## config.mk

```make
export PLATFORM = sky130hd
export DESIGN_NAME = bfc_csr
export DESIGN_NICKNAME = d
export VERILOG_FILES = /design/src/rtl/bfc_pkg.sv /design/src/rtl/bfc_pix_if.sv /design/src/rtl/bfc_offset.sv /design/src/rtl/bfc_csr.sv
export SDC_FILE = /design/constraint.sdc
export NUM_CORES = 1
export LEC_CHECK = 0
export BUFFER_PORTS_ARGS = -buffer_cell sky130_fd_sc_hd__buf_2
export CAP_MARGIN = 20
export CORE_ASPECT_RATIO = 0.5
export CORE_MARGIN = 4
export CORE_UTILIZATION = 52
export CTS_CLUSTER_DIAMETER = 30
export DETAILED_ROUTE_END_ITERATION = 8
export GPL_TIMING_DRIVEN = 0
export PLACE_DENSITY = 0.85
export SYNTH_ARGS = -nofsm -noshare
export SYNTH_HDL_FRONTEND = slang
export SYNTH_SLANG_ARGS = --single-unit
```

## constraint.sdc

```tcl
create_clock -name pclk -period 5.1 [get_ports pclk]
set_input_delay 0.51 -clock pclk [delete_from_list [all_inputs] [get_ports pclk]]
set_output_delay 0.51 -clock pclk [all_outputs]
set_load 0.05 [all_outputs]
```

## src/rtl/bfc_pkg.sv

```systemverilog
// constants and helpers for the brightness feature control/status register
// assumes APB access with 32-bit data; field bit 0 is the MSB of the word
//
// How it works
// presence flag (bit 0) always reads 1; writes do nothing.
// absolute-control flag (bit 1) always reads 0; writes do nothing.
// single-adjustment flag (bit 5) always reads 0; writing triggers nothing.
// enable flag (bit 6) always reads 1; writes cannot disable.
// auto/manual flag (bit 7) always reads 0, manual; writes ignored.
// level in bits 20-31, range 0..255, resets to 8; out-of-range writes dropped.
// 8-bit output: pixel rises one per four steps of level.
// 16-bit output: pixel rises one per one step of level.
// reserved bits 2-4 and 8-19 read zero; bit 0 is word MSB.
package bfc_pkg;

   ////////////////////////////////////////////////////////////////////////////
   // map
   localparam logic [11:0] BFC_BRIGHT_OFF = 12'h800;

   ////////////////////////////////////////////////////////////////////////////
   // field positions as lsb-0 indices of the 32-bit word
   localparam int BFC_PRES_POS  = 31;
   localparam int BFC_ABS_POS   = 30;
   localparam int BFC_PUSH_POS  = 26;
   localparam int BFC_ON_POS    = 25;
   localparam int BFC_AUTO_POS  = 24;
   localparam int BFC_LEVEL_MSB = 11;
   localparam int BFC_LEVEL_LSB = 0;
   localparam logic [31:0] BFC_RSV_MASK = 32'h38fff000;

   ////////////////////////////////////////////////////////////////////////////
   // values
   localparam logic [11:0] BFC_LEVEL_RST = 12'h008;
   localparam logic [11:0] BFC_LEVEL_MAX = 12'h0ff;
   localparam int          BFC_DIV8_SH   = 2;
   localparam logic [15:0] BFC_PIX8_MAX  = 16'h00ff;
   localparam logic [15:0] BFC_PIX16_MAX = 16'hffff;

   // full register word for a given level
   function automatic logic [31:0] bfc_word(input logic [11:0] level);
      logic [31:0] w;
      // bits read zero
      w = 32'h00000000;
      // presence reads one
      w[BFC_PRES_POS] = 1'b1;
      // enable reads one
      w[BFC_ON_POS]   = 1'b1;
      // level field
      w[BFC_LEVEL_MSB:BFC_LEVEL_LSB] = level;
      return w;
   endfunction

   // saturating add up to lim
   function automatic logic [15:0] bfc_sat_add(input logic [15:0] a,
                                               input logic [15:0] b,
                                               input logic [15:0] lim);
      logic [16:0] s;
      s = {1'b0, a} + {1'b0, b};
      return (s > {1'b0, lim}) ? lim : s[15:0];
   endfunction

endpackage

```

## src/rtl/bfc_pix_if.sv

```systemverilog
// pixel path bundle between register core and offset stage
// assumes both ends on pclk
`timescale 1ns/1ps
interface bfc_pix_if;
   logic        in_valid;
   logic [15:0] in_data;
   logic        mode16;
   logic [11:0] level;
   logic        out_valid;
   logic [15:0] out_data;

   modport core (output in_valid, in_data, mode16, level, input out_valid, out_data);
   modport proc (input in_valid, in_data, mode16, level, output out_valid, out_data);
endinterface

```

## src/rtl/bfc_offset.sv

```systemverilog
// black-level offset stage: adds the brightness level (a quarter of it in 8-bit mode) to each pixel
// assumes pixels synchronous to pclk; one cycle latency, no stall
`timescale 1ns/1ps
module bfc_offset (
   input  wire logic pclk,
   input  wire logic presetn,
   bfc_pix_if.proc   pix
);

   logic [15:0] step8;
   logic [15:0] step16;

   assign step8  = {4'h0, pix.level >> bfc_pkg::BFC_DIV8_SH};
   assign step16 = {4'h0, pix.level};

   ////////////////////////////////////////////////////////////////////////////
   always_ff @(posedge pclk or negedge presetn) begin
      if (!presetn) begin
         pix.out_valid <= 1'b0;
      end else begin
         pix.out_valid <= pix.in_valid;
      end
   end

   always_ff @(posedge pclk or negedge presetn) begin
      if (!presetn) begin
         pix.out_data <= 16'h0000;
      end else if (pix.in_valid) begin
         if (pix.mode16) begin
            // one per step
            pix.out_data <= bfc_pkg::bfc_sat_add(pix.in_data, step16,
                                                 bfc_pkg::BFC_PIX16_MAX);
         end else begin
            // one per four steps
            pix.out_data <= bfc_pkg::bfc_sat_add({8'h00, pix.in_data[7:0]}, step8,
                                                 bfc_pkg::BFC_PIX8_MAX);
         end
      end
   end
endmodule // bfc_offset

```

## src/rtl/bfc_csr.sv

```systemverilog
// brightness control/status register on APB plus pixel offset path
// assumes APB master on pclk; pixels arrive synchronous to pclk
`timescale 1ns/1ps
module bfc_csr #(
   parameter int ADDR_W = 12
) (
   input  wire logic              pclk,
   input  wire logic              presetn,
   input  wire logic              psel,
   input  wire logic              penable,
   input  wire logic              pwrite,
   input  wire logic [ADDR_W-1:0] paddr,
   input  wire logic [31:0]       pwdata,
   input  wire logic [3:0]        pstrb,
   output logic                   pready,
   output logic [31:0]            prdata,
   output logic                   pslverr,
   input  wire logic              pix_in_valid,
   input  wire logic [15:0]       pix_in_data,
   input  wire logic              pix_mode16,
   output logic                   pix_out_valid,
   output logic [15:0]            pix_out_data,
   output logic [11:0]            bright_level
);

   localparam logic [ADDR_W-1:0] BR_ADDR = ADDR_W'(bfc_pkg::BFC_BRIGHT_OFF);

   logic        hit;
   logic        setup;
   logic        access;
   logic        wr_ok;
   logic [11:0] level;
   logic [11:0] next_level;

   bfc_pix_if pix ();

   ////////////////////////////////////////////////////////////////////////////
   // decode
   assign hit    = paddr[ADDR_W-1:2] == BR_ADDR[ADDR_W-1:2];
   assign setup  = psel && !penable;
   assign access = psel && penable;
   assign pready = access;

   // byte-lane merge of the value field
   always_comb begin
      next_level = level;
      if (pstrb[0]) begin
         next_level[7:0] = pwdata[7:0];
      end
      if (pstrb[1]) begin
         next_level[11:8] = pwdata[11:8];
      end
   end

   // out-of-range writes dropped
   assign wr_ok = next_level <= bfc_pkg::BFC_LEVEL_MAX;

   ////////////////////////////////////////////////////////////////////////////
   // value field; flags are constants, so writes to them go nowhere
   always_ff @(posedge pclk or negedge presetn) begin
      if (!presetn) begin
         // default level
         level <= bfc_pkg::BFC_LEVEL_RST;
      end else if (access && pwrite && hit && wr_ok) begin
         level <= next_level;
      end
   end

   // read data captured in setup phase so it stands registered in access
   always_ff @(posedge pclk or negedge presetn) begin
      if (!presetn) begin
         prdata <= 32'h00000000;
      end else if (setup) begin
         // fixed flags, reserved zero
         // constant flags
         prdata <= (!pwrite && hit) ? bfc_pkg::bfc_word(level) : 32'h00000000;
      end
   end

   always_ff @(posedge pclk or negedge presetn) begin
      if (!presetn) begin
         pslverr <= 1'b0;
      end else if (setup) begin
         pslverr <= !hit;
      end
   end

   always_ff @(posedge pclk or negedge presetn) begin
      if (!presetn) begin
         bright_level <= bfc_pkg::BFC_LEVEL_RST;
      end else begin
         bright_level <= level;
      end
   end

   ////////////////////////////////////////////////////////////////////////////
   // pixel path
   assign pix.in_valid  = pix_in_valid;
   assign pix.in_data   = pix_in_data;
   assign pix.mode16    = pix_mode16;
   assign pix.level     = level;
   assign pix_out_valid = pix.out_valid;
   assign pix_out_data  = pix.out_data;

   bfc_offset u_offset (
      .pclk    (pclk),
      .presetn (presetn),
      .pix     (pix.proc)
   );

   logic seen_wr;
   always_ff @(posedge pclk or negedge presetn) begin
      if (!presetn) begin
         seen_wr <= 1'b0;
      end else if (access && pwrite && hit) begin
         seen_wr <= 1'b1;
      end
   end
endmodule // bfc_csr

```

; Yosys cells after proc, flatten, opt, wreduce, memory -nomap -nowiden
; Index checks and enable logic that the tools add are counted.
[word_totals]
register_bits = 74
input_bits = 71
out_inout_bits = 63
wordCells = 27
[op_classes]
n_addsub = 2
n_lt_le_gt_ge = 3
eq_ne = 1
mux = 6
n_reduce_logical = 9
[op_table]
columns = cell, n
row1 = 16-bit 2-to-1 mux, 3
row2 = 32-bit 2-to-1 mux, 1
row3 = 16-bit by 12-bit adder with 17-bit output, 1
row4 = 17-bit by 16-bit > comparator with 1-bit output (second input constant), 1
row5 = 17-bit by 8-bit > comparator with 1-bit output (second input constant), 1
row6 = 12-bit by 8-bit <= comparator with 1-bit output (second input constant), 1
row7 = 8-bit by 10-bit adder with 11-bit output, 1
row8 = 10-bit == test (second input constant), 1
row9 = 8-bit 2-to-1 mux, 1
row10 = 1-bit logical AND, 6
row11 = 4-bit 2-to-1 mux, 1
row12 = 1-bit zero test, 3

; Depth between registers and ports, before layout
[depth]
ltp_word = 4
mapped_depth = 10

; By module
; Synthesis repeated with hierarchy kept, for this count alone.
[hier_totals]
cells_unflattened = 313
hier_area_um2 = 3276.9
[by_module_without_submodules]
columns = mod, instances, cells_each, area_per_inst_um2, seq_area_each_um2
row1 = bfc_offset, 1, 211, 1780.5, 425.4
row2 = bfc_csr, 1, 102, 1496.4, 953.4

; Least setup slack after synthesis
; No wires, ideal clock.
[synth_path]
kind = input to register
start = input port pix_in_data[0]
end = register u_offset.pix.out_data[2]
setup_ps = 90
t_arrival_ps = 2278
path_slack_ps = 2732
path_stages = 9
path_buffers = 1
path_cell_list = ha_1 > fa_1 > a211oi_1 > o21bai_1 > a21oi_2 > a2111oi_2 > or3b_1 > buf_6 > o2111ai_1
[synth_via]
elab_chain_cells = 4
elab_cells_between_ends = 7
cone_classes = add/sub: 2 / order compare: 2 / mux: 3
[synth_lines]
columns = element, line
row1 = start: declaration, bfc_csr.sv:19  ; input wire logic [15:0] pix_in_data,
row2 = 16-bit by 12-bit adder with 17-bit output or 8-bit by 10-bit adder with 11-bit output (tied branches), bfc_pkg.sv:58  ; s = {1'b0, a} + {1'b0, b};
row3 = 17-bit by 16-bit > comparator with 1-bit output or 17-bit by 8-bit > comparator with 1-bit output (tied branches), bfc_pkg.sv:59  ; return (s > {1'b0, lim}) ? lim : s[15:0];
row4 = 16-bit 2-to-1 mux, bfc_pkg.sv:59
row5 = 16-bit 2-to-1 mux *, bfc_offset.sv:29  ; if (pix.mode16) begin
row6 = end signal: assignment, bfc_offset.sv:31  ; pix.out_data <= bfc_pkg::bfc_sat_add(pix.in_data, step16,
row7 = end signal: assignment, bfc_offset.sv:35  ; pix.out_data <= bfc_pkg::bfc_sat_add({8'h00, pix.in_data[7:0]}, step8,
row8 = end: declaration, bfc_pix_if.sv:13  ; modport proc (input in_valid, in_data, mode16, level, output out_valid, out_data);
; Every way passes the cells marked *; elsewhere a longest branch is shown, timed or not.
; A chain may end at the register's enable or synchronous reset.

; Worst setup path in the final report
[layout_path]
start = register level[0]
end = register u_offset.pix.out_data[8]
[layout_via]
elab_chain_cells = 4
[layout_lines]
columns = element, line
row1 = start: declaration, bfc_csr.sv:32  ; logic [11:0] level;
row2 = start signal: assignment, bfc_csr.sv:63  ; level <= bfc_pkg::BFC_LEVEL_RST;
row3 = start signal: assignment, bfc_csr.sv:65  ; level <= next_level;
row4 = 16-bit by 12-bit adder with 17-bit output *, bfc_pkg.sv:58
row5 = 17-bit by 16-bit > comparator with 1-bit output, bfc_pkg.sv:59
row6 = 16-bit 2-to-1 mux *, bfc_pkg.sv:59
row7 = 16-bit 2-to-1 mux *, bfc_offset.sv:29
; Marked as above.

==> key figures <==
Synth
  – Mapped cell area: 3260 sq um
  – Main combinational cell family by area after synthesis: compound AO/OA/AOI/OAI gates
  – Share of the yosys chip area belonging to registers: 0.423
  – Synth Area in Adders: 0.0890
  – Share of the synthesized area in the top cell type: 0.406
  – Yosys cell types: 66
  – Synth Area in Compound Gates: 0.215
  – Xor/xnor cell area share of the yosys netlist: 0.0403
  – Mean cell area of the mapped netlist: 10.7 sq um
  – Synth area leaders: dfrtp_1 41%, ha_1 7.7%, buf_4 4.6%, a22o_1 3.2%, mux2_2 2.8%
  – Top_reg_cell synth: dfrtp_1
  – Yosys warns: 0
  – EDFF count, synth: 0
  – Post-synth top area cell: dfrtp_1
  – Post-Synth Simple-Gate Area: 0.127
  – Register bit count reported by yosys: 55
  – Mux contribution to synthesized area: 0.0368
  – Asr flop ratio synth: 1.00
  – Mapped Cells: 306

Route
  – Initial DRC count: 178
  – Via/cell ratio: 5.37
  – Detail Route Antenna Nets: 0
  – Routed WL per cell: 15.4 um
  – Vias: 2742
  – Drt total wl: 7.87 mm
  – DRC viols: 0
  – Total iterations of the first detailed-routing run: 5

Final layout
  – Ant diodes: 0
  – Multi-input gate area in the final layout: 1720 sq um
  – Ratio of cells with drive above 1 in the final layout: 0.345
  – Final Util: 0.669
  – Register area: 1380 sq um
  – Nets@finish: 515
  – Fill count: 480
  – Area Growth Syn to Fin: 24.6%
  – Post-route cell area: 4070 sq um

STA
  – RSZ-0062 raised after global routing: no
  – Max-slew violation count: 0
  – Setup-failing EPs final: 0
  – Slew headroom: 0.661
  – Final Skew: 0.00748 ns
  – Setup_tns: 0 ns
  – Slew @ Worst Pin: 0.504 ns
  – F_max: 382 MHz
  – Post-layout min period: 2.62 ns
  – Hold WS: 0.163 ns
  – Final hold viol count: 0
  – Final setup margin: 2.48 ns
  – Fin crit share: 0.513

Critical path
  – Crit-path max FO: 10
  – CP delay by family, top: compound AO/OA/AOI/OAI gates
  – CP startpoint kind: register
  – Most used cell along the critical path: a21oi_2
  – CP Buf/Inv Count: 2
  – CP Data Arrival Time: 2.83 ns
  – Worst-path cell chain: ha_1 > inv_1 > fa_1 > nand2b_1 > a21oi_2 > o2111ai_2 > a21oi_2 > buf_4 > o211ai_1 > o21ai_0
  – Critical path type: reg -> reg
  – Crit. End Element: register
  – Crit-path slowest cell: dfrtp_1
  – Worst path max stage delay: 0.43 ns
  – Critical Path RT: 5.31 ns

CTS
  – Clk slew on worst S/H paths: 0.08 ns
  – Clock sinks: 55
  – Htree depth: 2
  – Root Buffer: clkbuf_16
  – Clk_lat worst skew: 0.30 ns
  – TritonCTS Buffers: 5
  – Post-CTS resize count: 0
  – Setup Fix Bufs, Post-CTS: 0
  – Hold Buf Count CTS: 0
  – CTS tree: yes
  – Clk buf depth: 2

Power and ir drop
  – Max IR drop VDD: 140 uV
  – P per Cell Area: 250 nW/um^2
  – Leak pwr: 2.15 nW

Die
  – Die height: 64.0 um
  – Core box area: 6080 sq um
  – Rows: 20
  – Area of the die: 7680 sq um
  – I/O pin count: 134
  – Die width: 120 um
  – Initial Util: 0.537

Global routing
  – GRT Total Usage: 0.208
  – First-pass GRT wire length: 12.9 mm
  – Largest net degree at the start of global routing: 36
  – Number of global-route vias before repair: 2734
  – Initial antenna violation count: 0
  – Total gr overflow: 0

Place
  – IO buf count: 91
  – DP HPWL: 6.03 mm
  – DP Area: 3910 sq um
  – Final RePlAce weighted congestion: 0.846
  – Dpl ws: 2.34 ns

Worst hold path
  – Worst min path class: in -> async

Run
  – # Max-Cap Violations: 0

Status
  – Outcome: finished, final reports clean
[Yosys cell counts (7+ instances only)]
cell type and instances:
dfrtp_1 53, buf_4 20, ha_1 20, o21ai_0 17, nand2_1 14, a21oi_1 13
a22o_1 12, nor2_1 11, xnor2_1 9, mux2_2 8, and2_1 7, inv_1 7
nor3_1 7
[worst reg2reg max path: stages (launching register included)]
cell       delay [ns]
dfrtp_1          0.43
ha_1             0.22
inv_1            0.06
fa_1             0.39
nand2b_1         0.19
a21oi_2          0.21
o2111ai_2        0.22
a21oi_2          0.33
buf_4            0.23
o211ai_1         0.12
o21ai_0          0.13
[routing by layer]
| layer | part of all wire | GRT usage |
|---|---|---|
| met5 | 0 | 0 |
| met4 | 0.010 | 0.0499 |
| met2 | 0.45 | 0.333 |
| met1 | 0.47 | 0.289 |
| met3 | 0.077 | 0.0469 |
[sequential cells by signal, summed over array words and instances (netlist names)]
register	cells
u_offset.pix.out_data	16
prdata	13
bright_level	12
level	12
pslverr	1
u_offset.pix.out_valid	1
[area by class of cell]
type | instances | share of cell area
clock buffers | 5 | 0.0308
well taps | 88 | 0.0271
multi-input cells | 231 | 0.424
plain buffers | 29 | 0.0477
clock inverters | 3 | 0.00677
flip-flops and latches | 55 | 0.339
inverters | 8 | 0.00739
repair buffers | 92 | 0.117
[through the flow]
stage	total power, W	cells
3_3_place_gp	0.000660	502
5_1_grt	0.00106	511
4_1_cts	0.00102	511
2_1_floorplan	0.000605	323
3_5_place_dp	0.000665	503
6_report	0.00102	511
[where the power goes]
group / internal, W / switching (W) / total [W] / leakage [nW]
clock network: 0.000188 / 0.000173 / 0.000361 / 0.0723
logic: 0.0000601 / 0.000141 / 0.000201 / 1.35
registers: 0.000449 / 0.00000677 / 0.000456 / 0.729
[cells in the final DEF, fill, tap and decap left out, types with 7 or more instances in the layout]
cell type | synthesis | routed
a21oi_1 | 13 | 13
nor2_1 | 11 | 11
xnor2_1 | 9 | 9
and2_1 | 7 | 7
nor3_1 | 7 | 7
buf_2 | 2 | 93
o21ai_0 | 17 | 17
buf_4 | 20 | 20
conb_1 | 1 | 18
dfrtp_1 | 53 | 53
a22o_1 | 12 | 12
inv_1 | 7 | 7
nand2_1 | 14 | 14
ha_1 | 20 | 20
mux2_2 | 8 | 8
[worst paths after layout]
path | from | end | slack, ns | cells past startpoint
setup / recovery | level[0]$_DFFE_PN0P_ | u_offset.pix.out_data[8]$_DFFE_PN0P_ | 2.48 | 10
hold / removal | presetn | bright_level[2]$_DFF_PN0_ | 0.16 | 1
setup reg to reg | level[0]$_DFFE_PN0P_ | u_offset.pix.out_data[8]$_DFFE_PN0P_ | 2.48 | 10
max in group asynchronous | presetn | level[3]$_DFFE_PN1P_ | 4.33 | 2
hold reg to reg | level[3]$_DFFE_PN1P_ | bright_level[3]$_DFF_PN1_ | 0.43 | 0
min in group pclk | pix_in_valid | u_offset.pix.out_valid$_DFF_PN0_ | 0.33 | 1
[cells by family (layout without fill, tap and decap cells)]
logic type	after synthesis	count (layout)
AOI/OAI and AO/OA	93	93
buffers and inverters	37	137
xor gates and xnor gates	15	15
and+or+nand+nor	72	72
adders and majority gates	22	22
muxes	11	11
other	1	18
DFF	55	55
Note: power is estimated with default switching activity, not from simulation.
